===== src/locator_pkg.sv =====
// Constants, encodings and state types shared by the burst scheduler files
package locator_pkg;
	// Slot frame: one minute of slots on each channel
	localparam int          SLOTS_PER_MIN    = 2250;
	localparam logic [11:0] FRAME_SLOTS      = 12'h8ca;
	localparam logic [11:0] SLOT_STEP        = 12'h04b;
	localparam logic [2:0]  LAST_TX          = 3'h7;
	// Slot-time-out values
	localparam logic [2:0]  STO_FIRST        = 3'h7;
	localparam logic [2:0]  STO_SAFETY_LATE  = 3'h3;
	localparam logic [2:0]  STO_EXPIRED      = 3'h0;
	localparam logic [13:0] SUBMSG_TEST      = 14'h0000;
	// Safety-text positions inside a burst
	localparam logic [2:0]  ACT_SAFETY_A     = 3'h4;
	localparam logic [2:0]  ACT_SAFETY_B     = 3'h5;
	localparam logic [2:0]  TEST_SAFETY_A    = 3'h0;
	localparam logic [2:0]  TEST_SAFETY_B    = 3'h7;
	// Next-set offset: one minute plus or minus the jitter
	localparam int          OFFSET_JITTER_S  = 6;
	localparam logic [11:0] JITTER_SLOTS     = 12'(OFFSET_JITTER_S * SLOTS_PER_MIN / 60);
	localparam logic [11:0] JITTER_SPAN      = 12'(2 * OFFSET_JITTER_S * SLOTS_PER_MIN / 60);
	// Test mode lock wait
	localparam int          TEST_LOCK_WAIT_S = 300;
	localparam int          TEST_WAIT_SLOTS  = TEST_LOCK_WAIT_S * SLOTS_PER_MIN / 60;
	// Channel and message encodings
	localparam logic        CH_PRIMARY       = 1'b0;
	localparam logic        CH_SECONDARY     = 1'b1;
	localparam logic        MSG_POSITION     = 1'b0;
	localparam logic        MSG_SAFETY       = 1'b1;
	// Test bit patterns
	localparam logic [1:0]  PAT_NONE         = 2'h0;
	localparam logic [1:0]  PAT_REVERSALS    = 2'h1;
	localparam logic [1:0]  PAT_NIBBLES      = 2'h2;
	localparam logic [1:0]  PAT_PRBS         = 2'h3;
	localparam logic [8:0]  PRBS_SEED        = 9'h1ff;
	localparam logic [15:0] RAND_SEED        = 16'hace1;
	localparam int          DESC_FIXED_W     = 1 + 1 + 3 + 14 + 12;

	typedef enum logic [2:0]
	{
		ST_IDLE  = 3'h0,
		ST_PICK  = 3'h1,
		ST_WAIT  = 3'h3,
		ST_ISSUE = 3'h2,
		ST_END   = 3'h6,
		ST_LOCK  = 3'h4
	} sched_state_t;
endpackage


===== src/locator_burst_scheduler.sv =====
// Transmit burst scheduler with test patterns, carrier mode and timing edge
// Functional notes
// Random first slot sets whole schedule
// Other seven slots fixed from first
// Seventy-five slots between burst transmissions
// Transmissions alternate primary and secondary channel
// First active burst carries time-out seven
// Time-out decrements per burst afterwards
// Every slot is a selection candidate
// Expiry picks random next-set offset
// One time-out value per burst
// Safety text fifth, sixth at seven, three
// Safety text alternates between channels
// Test burst: time-out and sub-message zero
// Test safety text first and eighth
// Pattern one: raw alternating bits
// Pattern two: raw four zeros, ones
// Pattern three: raw 511-bit sequence
// Edge marks each timing reference instant
// Selectable unmodulated continuous carrier
// Ramp up before, down after frame
// No lock in five minutes: abandon
// Test activation clears after burst
// Lost fix keeps last good position
// Slot arithmetic wraps at frame length
`timescale 1ns/1ns
module locator_burst_scheduler import locator_pkg::*; #(
	parameter int POS_W       = 32,
	parameter int FRAME_BITS  = 256,
	parameter int LOCK_SLOTS  = TEST_WAIT_SLOTS
) (
	// Clock and reset
	input  wire logic             clk_sys,
	input  wire logic             rst_n,
	// Slot and bit timing from the UTC-derived timer
	input  wire logic             slotTick,
	input  wire logic             frameStart,
	input  wire logic             bitTick,
	// Switches and lock pins
	input  wire logic             activeSwitch,
	input  wire logic             testSwitch,
	input  wire logic             timeLock,
	input  wire logic             unmodCarrierMode,
	// Position source
	input  wire logic             posValid,
	input  wire logic [POS_W-1:0] posIn,
	// Test pattern control
	input  wire logic             patternStart,
	input  wire logic [1:0]       patternSel,
	// Transmission descriptors to the modulator
	output logic                  txValid,
	input  wire logic             txReady,
	output logic                  txChannel,
	output logic                  txSafetyText,
	output logic [2:0]            txSlotTimeout,
	output logic [13:0]           txSubMessage,
	output logic [11:0]           txSlot,
	output logic [POS_W-1:0]      txPosition,
	// Test bit stream
	output logic                  testBit,
	output logic                  testBitValid,
	output logic                  nrziBypass,
	output logic                  rampUp,
	output logic                  rampDown,
	// Status and timing
	output logic                  timingRefEdge,
	output logic                  carrierOn,
	output logic                  modulationOff,
	output logic                  testActive,
	output logic                  testAbandoned
);
	localparam int DW = DESC_FIXED_W + POS_W;

	if (POS_W < 1 || FRAME_BITS < 8 || LOCK_SLOTS < 1 || LOCK_SLOTS >= 16384)
		$error("locator_burst_scheduler: unsupported parameter value");

	sched_state_t      state;
	logic [3:0]        pinMeta;
	logic [3:0]        pinSync;
	logic              activeOn;
	logic              testOn;
	logic              lockOn;
	logic              cwOn;
	logic              testPrev;
	logic              testPending;
	logic [15:0]       lfsr;
	logic [11:0]       slotNow;
	logic [11:0]       firstSlot;
	logic [11:0]       nextSlot;
	logic [2:0]        txIdx;
	logic [2:0]        timeout;
	logic              inTest;
	logic [13:0]       lockCnt;
	logic [POS_W-1:0]  lastPos;
	logic [11:0]       randSlot;
	logic [11:0]       jitter;
	logic [11:0]       setOffset;
	logic [11:0]       offsetHold;
	logic              safetyNow;
	logic [DW-1:0]     desc;
	logic              bufReady;
	logic              pushDesc;
	logic              burstDone;

	function automatic logic [11:0] slot_add(input logic [11:0] a, input logic [11:0] b);
		logic [12:0] s;
		s = {1'b0, a} + {1'b0, b};
		if (s >= {1'b0, FRAME_SLOTS})
			s = s - {1'b0, FRAME_SLOTS};
		return s[11:0];
	endfunction

	// Pins pass two flops; only the second stage is read
	always_ff @(posedge clk_sys or negedge rst_n)
	begin
		if (!rst_n)
		begin
			pinMeta <= 4'h0;
			pinSync <= 4'h0;
		end
		else
		begin
			pinMeta <= {unmodCarrierMode, timeLock, testSwitch, activeSwitch};
			pinSync <= pinMeta;
		end
	end
	assign activeOn = pinSync[0];
	assign testOn   = pinSync[1];
	assign lockOn   = pinSync[2];
	assign cwOn     = pinSync[3];

	// Free-running generator; every slot is a candidate, slots up to 1845 twice as likely as the rest
	always_ff @(posedge clk_sys or negedge rst_n)
	begin
		if (!rst_n)
			lfsr <= RAND_SEED;
		else
			lfsr <= {lfsr[14:0], lfsr[15] ^ lfsr[13] ^ lfsr[12] ^ lfsr[10]};
	end
	assign randSlot  = (lfsr[11:0] >= FRAME_SLOTS) ? lfsr[11:0] - FRAME_SLOTS : lfsr[11:0];
	assign jitter    = ({3'h0, lfsr[15:7]} > JITTER_SPAN) ? {3'h0, lfsr[15:7]} - JITTER_SLOTS
		: {3'h0, lfsr[15:7]};
	assign setOffset = slot_add(FRAME_SLOTS - JITTER_SLOTS, jitter);

	// Slot position inside the minute frame
	always_ff @(posedge clk_sys or negedge rst_n)
	begin
		if (!rst_n)
			slotNow <= 12'h000;
		else if (frameStart)
			slotNow <= 12'h000;
		else if (slotTick)
			slotNow <= slot_add(slotNow, 12'h001);
	end

	// Position is only replaced by a valid fix
	always_ff @(posedge clk_sys or negedge rst_n)
	begin
		if (!rst_n)
			lastPos <= '0;
		else if (posValid)
			lastPos <= posIn;
	end

	// Test activation is latched on the switch edge
	always_ff @(posedge clk_sys or negedge rst_n)
	begin
		if (!rst_n)
		begin
			testPrev    <= 1'b0;
			testPending <= 1'b0;
		end
		else
		begin
			testPrev <= testOn;
			if (testOn && !testPrev)
				testPending <= 1'b1;
			else if ((state == ST_END && inTest) || (state == ST_LOCK && slotTick && !lockOn
				&& lockCnt == 14'(LOCK_SLOTS - 1)))
				testPending <= 1'b0;
		end
	end

	assign safetyNow = inTest ? (txIdx == TEST_SAFETY_A || txIdx == TEST_SAFETY_B)
		: ((timeout == STO_FIRST || timeout == STO_SAFETY_LATE)
		&& (txIdx == ACT_SAFETY_A || txIdx == ACT_SAFETY_B));
	assign desc = {txIdx[0] ? CH_SECONDARY : CH_PRIMARY,
		safetyNow ? MSG_SAFETY : MSG_POSITION,
		timeout,
		inTest ? SUBMSG_TEST : ((timeout == STO_EXPIRED) ? {2'h0, offsetHold} : {2'h0, nextSlot}),
		nextSlot, lastPos};
	assign pushDesc  = (state == ST_ISSUE) && bufReady;
	assign burstDone = pushDesc && (txIdx == LAST_TX);

	// Scheduler sequence
	always_ff @(posedge clk_sys or negedge rst_n)
	begin
		if (!rst_n)
			state <= ST_IDLE;
		else
		begin
			unique case (state)
				ST_IDLE:
					if (testPending)
						state <= ST_LOCK;
					else if (activeOn)
						state <= ST_PICK;
				ST_LOCK:
					if (lockOn)
						state <= ST_PICK;
					else if (slotTick && lockCnt == 14'(LOCK_SLOTS - 1))
						state <= ST_IDLE;
				ST_PICK:
					state <= ST_WAIT;
				ST_WAIT:
					if (!inTest && !activeOn)
						state <= ST_IDLE;
					else if (slotTick && slotNow == nextSlot)
						state <= ST_ISSUE;
				ST_ISSUE:
					if (burstDone)
						state <= ST_END;
					else if (pushDesc)
						state <= ST_WAIT;
				ST_END:
					state <= inTest ? ST_IDLE : ST_WAIT;
				default:
					state <= ST_IDLE;
			endcase
		end
	end

	// Slot plan, burst index and time-out
	always_ff @(posedge clk_sys or negedge rst_n)
	begin
		if (!rst_n)
		begin
			firstSlot <= 12'h000;
			nextSlot  <= 12'h000;
			txIdx     <= 3'h0;
			timeout   <= STO_FIRST;
			inTest    <= 1'b0;
			offsetHold <= 12'h000;
		end
		else if (state == ST_IDLE)
			inTest <= testPending;
		else if (state == ST_PICK)
		begin
			offsetHold <= setOffset;
			firstSlot <= randSlot;
			nextSlot  <= randSlot;
			txIdx     <= 3'h0;
			timeout   <= inTest ? STO_EXPIRED : STO_FIRST;
		end
		else if (pushDesc)
		begin
			txIdx    <= txIdx + 3'h1;
			nextSlot <= slot_add(nextSlot, SLOT_STEP);
		end
		else if (state == ST_END && !inTest)
		begin
			// Time-out only moves between bursts
			if (timeout == STO_EXPIRED)
			begin
				firstSlot <= slot_add(firstSlot, offsetHold);
				nextSlot  <= slot_add(firstSlot, offsetHold);
				timeout   <= STO_FIRST;
			end
			else
			begin
				// Offset is frozen a burst early so the expiring burst announces the one really used
				offsetHold <= setOffset;
				nextSlot <= firstSlot;
				timeout  <= timeout - 3'h1;
			end
		end
	end

	// Lock wait counted in slots
	always_ff @(posedge clk_sys or negedge rst_n)
	begin
		if (!rst_n)
		begin
			lockCnt       <= 14'h0000;
			testAbandoned <= 1'b0;
		end
		else
		begin
			testAbandoned <= (state == ST_LOCK) && !lockOn && slotTick && lockCnt == 14'(LOCK_SLOTS - 1);
			if (state != ST_LOCK)
				lockCnt <= 14'h0000;
			else if (slotTick)
				lockCnt <= lockCnt + 14'h0001;
		end
	end

	two_entry_buffer #(
		.W (DW)
	) u_desc_buf (
		.clk_sys  (clk_sys),
		.rst_n    (rst_n),
		.inValid  (state == ST_ISSUE),
		.inData   (desc),
		.inReady  (bufReady),
		.outValid (txValid),
		.outData  ({txChannel, txSafetyText, txSlotTimeout, txSubMessage, txSlot, txPosition}),
		.outReady (txReady)
	);

	// Test pattern frames
	logic [15:0] bitCnt;
	logic        frameOn;
	logic [1:0]  patReg;
	logic [2:0]  nibCnt;
	logic [8:0]  prbs;

	always_ff @(posedge clk_sys or negedge rst_n)
	begin
		if (!rst_n)
		begin
			frameOn      <= 1'b0;
			patReg       <= PAT_NONE;
			bitCnt       <= 16'h0000;
			nibCnt       <= 3'h0;
			prbs         <= PRBS_SEED;
			testBit      <= 1'b0;
			testBitValid <= 1'b0;
			rampUp       <= 1'b0;
			rampDown     <= 1'b0;
		end
		else
		begin
			rampUp       <= 1'b0;
			rampDown     <= 1'b0;
			testBitValid <= 1'b0;
			if (!frameOn && patternStart && patternSel != PAT_NONE)
			begin
				frameOn <= 1'b1;
				patReg  <= patternSel;
				bitCnt  <= 16'h0000;
				nibCnt  <= 3'h0;
				prbs    <= PRBS_SEED;
				rampUp  <= 1'b1;
			end
			else if (frameOn && bitTick)
			begin
				testBitValid <= 1'b1;
				nibCnt       <= nibCnt + 3'h1;
				bitCnt       <= bitCnt + 16'h0001;
				unique case (patReg)
					PAT_REVERSALS:
						testBit <= bitCnt[0];
					PAT_NIBBLES:
						testBit <= nibCnt[2];
					default:
					begin
						testBit <= prbs[8];
						prbs    <= {prbs[7:0], prbs[8] ^ prbs[4]};
					end
				endcase
				if (bitCnt == 16'(FRAME_BITS - 1))
				begin
					frameOn  <= 1'b0;
					rampDown <= 1'b1;
				end
			end
		end
	end

	// Carrier, reference edge and status
	always_ff @(posedge clk_sys or negedge rst_n)
	begin
		if (!rst_n)
		begin
			carrierOn     <= 1'b0;
			modulationOff <= 1'b0;
			nrziBypass    <= 1'b0;
			timingRefEdge <= 1'b0;
			testActive    <= 1'b0;
		end
		else
		begin
			carrierOn     <= cwOn || frameOn;
			modulationOff <= cwOn;
			nrziBypass    <= frameOn;
			timingRefEdge <= pushDesc || (!frameOn && patternStart && patternSel != PAT_NONE);
			testActive    <= testPending;
		end
	end
endmodule // locator_burst_scheduler


===== src/two_entry_buffer.sv =====
// Two-entry buffer whose outputs come straight from flip-flops
`timescale 1ns/1ns
module two_entry_buffer #(
	parameter int W = 8
) (
	// Clock and reset
	input  wire logic         clk_sys,
	input  wire logic         rst_n,
	// Filling side
	input  wire logic         inValid,
	input  wire logic [W-1:0] inData,
	output logic              inReady,
	// Draining side
	output logic              outValid,
	output logic [W-1:0]      outData,
	input  wire logic         outReady
);
	logic         spareValid;
	logic [W-1:0] spareData;
	logic         push;
	logic         pop;

	assign push    = inValid && !spareValid;
	assign pop     = outValid && outReady;
	assign inReady = !spareValid;

	always_ff @(posedge clk_sys or negedge rst_n)
	begin
		if (!rst_n)
		begin
			outValid   <= 1'b0;
			spareValid <= 1'b0;
		end
		else
		begin
			outValid   <= (outValid && !pop) || spareValid || push;
			spareValid <= outValid && !pop && (spareValid || push);
		end
	end

	// Head refills from the spare first so word order is kept
	always_ff @(posedge clk_sys or negedge rst_n)
	begin
		if (!rst_n)
		begin
			outData   <= '0;
			spareData <= '0;
		end
		else
		begin
			if (pop || !outValid)
				outData <= spareValid ? spareData : inData;
			if (push && outValid && !pop)
				spareData <= inData;
		end
	end
endmodule // two_entry_buffer


===== config.mk =====
export PLATFORM = sky130hd
export DESIGN_NAME = locator_burst_scheduler
export DESIGN_NICKNAME = d
export VERILOG_FILES = /design/src/locator_pkg.sv /design/src/locator_burst_scheduler.sv /design/src/two_entry_buffer.sv
export SDC_FILE = /design/constraint.sdc
export NUM_CORES = 1
export LEC_CHECK = 0
export ABC_AREA = 1
export BUFFER_PORTS_ARGS = -buffer_cell sky130_fd_sc_hd__buf_2
export CAP_MARGIN = 20
export CORE_MARGIN = 5
export CORE_UTILIZATION = 60
export CTS_CLUSTER_DIAMETER = 50
export DETAILED_ROUTE_END_ITERATION = 7
export PLACE_DENSITY = 0.8
export SYNTH_ARGS = -nofsm -noshare
export SYNTH_HDL_FRONTEND = slang
export SYNTH_SLANG_ARGS = --single-unit

===== constraint.sdc =====
create_clock -name clk_sys -period 3.8 [get_ports clk_sys]
set_input_delay 0.76 -clock clk_sys [delete_from_list [all_inputs] [get_ports clk_sys]]
set_output_delay 0.76 -clock clk_sys [all_outputs]
set_load 0.02 [all_outputs]

==> reports/qor.yml <==
clocking:
  clkSinkCount: 295
  insertion_delay_ns: 0.51
  htree_levels: 2
  cts_tree: "done"
  cts_resized: 0
  holdBufCountCts: 0
  clk_pin_slew_worst_paths_ns: 0.06
  cts-root-buf: "clkbuf_16"
  clock_path_buffers: 3
  cts_buffers: 36
  cts_setup_buffers: 0
placement:
  hpwl_um: 27800
  place_area_um2: 16800
  place_congestion: 0.937
  io_buffer_count: 117
  dp_slack_ns: 0.421
timing:
  slew_viol_final: 0
  skew_ns: 0.0136
  fin_crit_ns: 3.42
  rsz0062_at_grt: "no"
  finalCritPeriodShare_pct: 90.1
  finalSetupViolCount: 0
  tightest_slew_ns: 1.04
  relSlewSlack_pct: 31.0
  clock.fmax_mhz: 292
  fin_ws_ns: 0.377
  hold_violations: 0
  fin_setup_tns_ns: 0
routing:
  num_vias: 14100
  initialDrtViolationCount: 1347
  routedWlPerCell_um: 16.0
  avgViaCountPerCell: 5.58
  drc: 0
  wl_um: 40400
  antenna_left: 0
  drtPass1Iterations: 6
critical_path:
  r2r_start: "lfsr[7]$_DFF_PN1_"
  ff2ff_setup_slack_ns: 0.38
  worstPathMaxFanout: 10
  critical_path_arrival_ns: 3.82
  timing.rr.end: "offsetHold[3]$_DFFE_PN0P_"
  path_class: "reg2reg"
  worstPathRequired_ns: 4.19
  crit_path_start_kind: "register"
  ff2ff_path_depth: 20
  worstSetupEndpointType: "register"
power:
  p_seq_share_pct: 32.5
  p_comb_share_pct: 45.6
  swShare_pct: 44.5
  switchingPower_mw: 6.85
  peakVddDrop_v: 0.000445
  cellPowerDensity_nw_per_um2: 854
  leakagePower_nw: 9.26
  internal_power_mw: 8.53
  p_clk_share_pct: 21.8
die:
  dieArea_um2: 29900
  core-area_um2: 26100
  pin_count: 120
  die_y_um: 173
  die_w_um: 173
  start_util_pct: 61.0
  rows: 59
run_status:
  outcome: "complete, no violations"
layout:
  fill_cells: 2106
  drive_above_1_share_pct: 13.7
  ff_latch_area_um2: 7410
  syn2layout_area_growth_pct: 13.0
  fin_area_um2: 18000
  final_util_pct: 68.9
  multi_input_area_um2: 7380
  nNetsFinal: 2251
run:
  maxCapViolCount: 0
logic_synthesis:
  yosysUniqueCellTypes: 57
  syn_inst: 2061
  avgSynthCellArea_um2: 7.73
  ys_seq_area_share_pct: 46.5
  ys_ff_latch: 295
  syn_area_um2: 15900
  synth.largest_area_cell: "dfrtp_1"
  yosys_warnings: 0
  synth_area_leaders: "dfrtp_1 (43%), nand2_1 (13%), a21oi_1 (5.9%)"
  yosysTopAreaCellShare_pct: 43.2
global_route:
  grt_max_degree: 111
  grt_pass1_wl_um: 67100
  antenna_found_initial: 0
  gr-usage-all-layers_pct: 26.4
  gr-total-overflow: 0
  grt_pass1_vias: 13600
min_path:
  min_path_type: "in2async"
[per-stage QoR]
stage	cells	hold slack (ns)	total power, mW
after global placement	2461	0.332	11.7
after CTS	2526	0.338	15.3
final	2527	0.301	15.4
after global routing	2526	0.345	16.5
after floorplan	2062	0.331	10.0
after detailed placement	2461	0.335	11.9
[worst max-delay path, stage by stage (launching register included)]
cell,delay [ns]
dfstp_2,0.57
clkinv_1,0.23
ha_1,0.31
nand3_4,0.12
nand3_4,0.15
nand2_2,0.09
nand2_2,0.09
ha_1,0.26
xor2_2,0.25
ha_1,0.23
inv_1,0.05
nand3_1,0.09
nand4_1,0.16
nand2_2,0.15
nand3_4,0.10
nand2_8,0.13
nand2_8,0.10
nand2_2,0.07
nand2_1,0.06
nand2_1,0.07
nand2_1,0.05
[how the worst max path moves through the flow]
stage	from	endpoint	slack (ns)
3_3_place_gp	lfsr[7]$_DFF_PN1_	offsetHold[7]$_DFFE_PN0P_	0.60
5_1_grt	lfsr[7]$_DFF_PN1_	offsetHold[3]$_DFFE_PN0P_	0.11
2_1_floorplan	lfsr[7]$_DFF_PN1_	offsetHold[3]$_DFFE_PN0P_	0.81
3_5_place_dp	lfsr[7]$_DFF_PN1_	offsetHold[10]$_DFFE_PN0P_	0.42
6_report	lfsr[7]$_DFF_PN1_	offsetHold[3]$_DFFE_PN0P_	0.38
4_1_cts	lfsr[7]$_DFF_PN1_	offsetHold[3]$_DFFE_PN0P_	0.39
[cell type report]
cell class | instances | share of cell area (%)
Multi-Input combinational cell | 1467 | 41.0
Timing Repair Buffer | 139 | 4.36
Tap cell | 335 | 2.33
Clock buffer | 52 | 5.73
Clock inverter | 13 | 0.757
Sequential cell | 295 | 41.1
Inverter | 225 | 4.69
Antenna cell | 1 | 0.0139
[state kept, by name, indices dropped and copies added, names as in the netlist, 4 cells and up]
name,cells
pinMeta,4
u_desc_buf.spareData,61
firstSlot,12
lfsr,16
lastPos,32
bitCnt,16
offsetHold,12
lockCnt,14
u_desc_buf.outData,61
prbs,9
slotNow,12
pinSync,4
nextSlot,12
[cell usage after synthesis (all sizes together)]
master	count
xor2	39
ha	40
o31ai	3
and2	1
nand3	113
inv	219
a31oi	3
nand3b	2
nand2	587
o21ai	181
nor3b	1
nor3	26
fa	1
xnor2	6
nor4	6
and3	2
or2	5
a22oi	3
dfstp	20
nand4	27
a21boi	2
o21a	4
a21oi	196
or3	1
o22ai	12
o21bai	1
buf	12
o221ai	3
clkbuf	63
o2111ai	1
nor2	185
o41ai	1
mux2i	1
conb	2
o211ai	6
clkinv	6
a221oi	5
dfrtp	275
[placed cells by master (no fill, tap or decap), types with 4 or more instances in the layout]
master and instances:
nand2_1 553, dfrtp_1 274, inv_1 210, a21oi_1 189
nor2_1 174, o21ai_0 167, buf_2 116, nand3_1 108
ha_1 40, clkbuf_16 37, xor2_1 35, nand2_2 31
nand4_1 26, nor3_1 24, dfstp_2 20, buf_4 20
o22ai_1 12, inv_2 10, o21ai_1 10, clkbuf_1 10
nor2_2 6, xnor2_1 6, nor4_1 6, a21oi_2 6
clkinv_1 5, nor2_4 5, nand3_4 5, or2_2 5
a221oi_1 5, clkbuf_8 5, clkinv_2 5, xor2_2 4
o21a_1 4
[cells by family (layout without fill, tap and decap cells)]
group / Yosys count / after routing / share of synthesized area [%]
AND/OR/NAND/NOR: 956 / 956 / 25.8
AO/OA/AOI/OAI: 421 / 421 / 14.3
buffers and inverters: 300 / 429 / 7.32
flip-flops: 295 / 295 / 46.5
XOR/XNOR: 45 / 45 / 2.66
adder cells (fa/ha/maj): 41 / 41 / 3.27
other: 2 / 4 / 0.0471
multiplexers: 1 / 1 / 0.0628
[routing by layer]
layer	share of wire, %	up-vias	track usage, %
li1	-	6891	-
met1	43	6607	36.2
met2	47	500	43.6
met3	6.3	95	4.19
met4	2.9	0	8.38
met5	0	-	0
[power groups by stage]
stage                     sequential [mW]  clock (mW)  combinational (mW)
after global placement               4.97           0                6.74
after detailed placement             5.01           0                6.88
final                                5.00        3.36                7.02
after floorplan                      5.10           0                4.91
after CTS                            4.97        3.41                6.95
after global routing                 5.11        3.54                7.83
(Power assumes the default switching activity.)
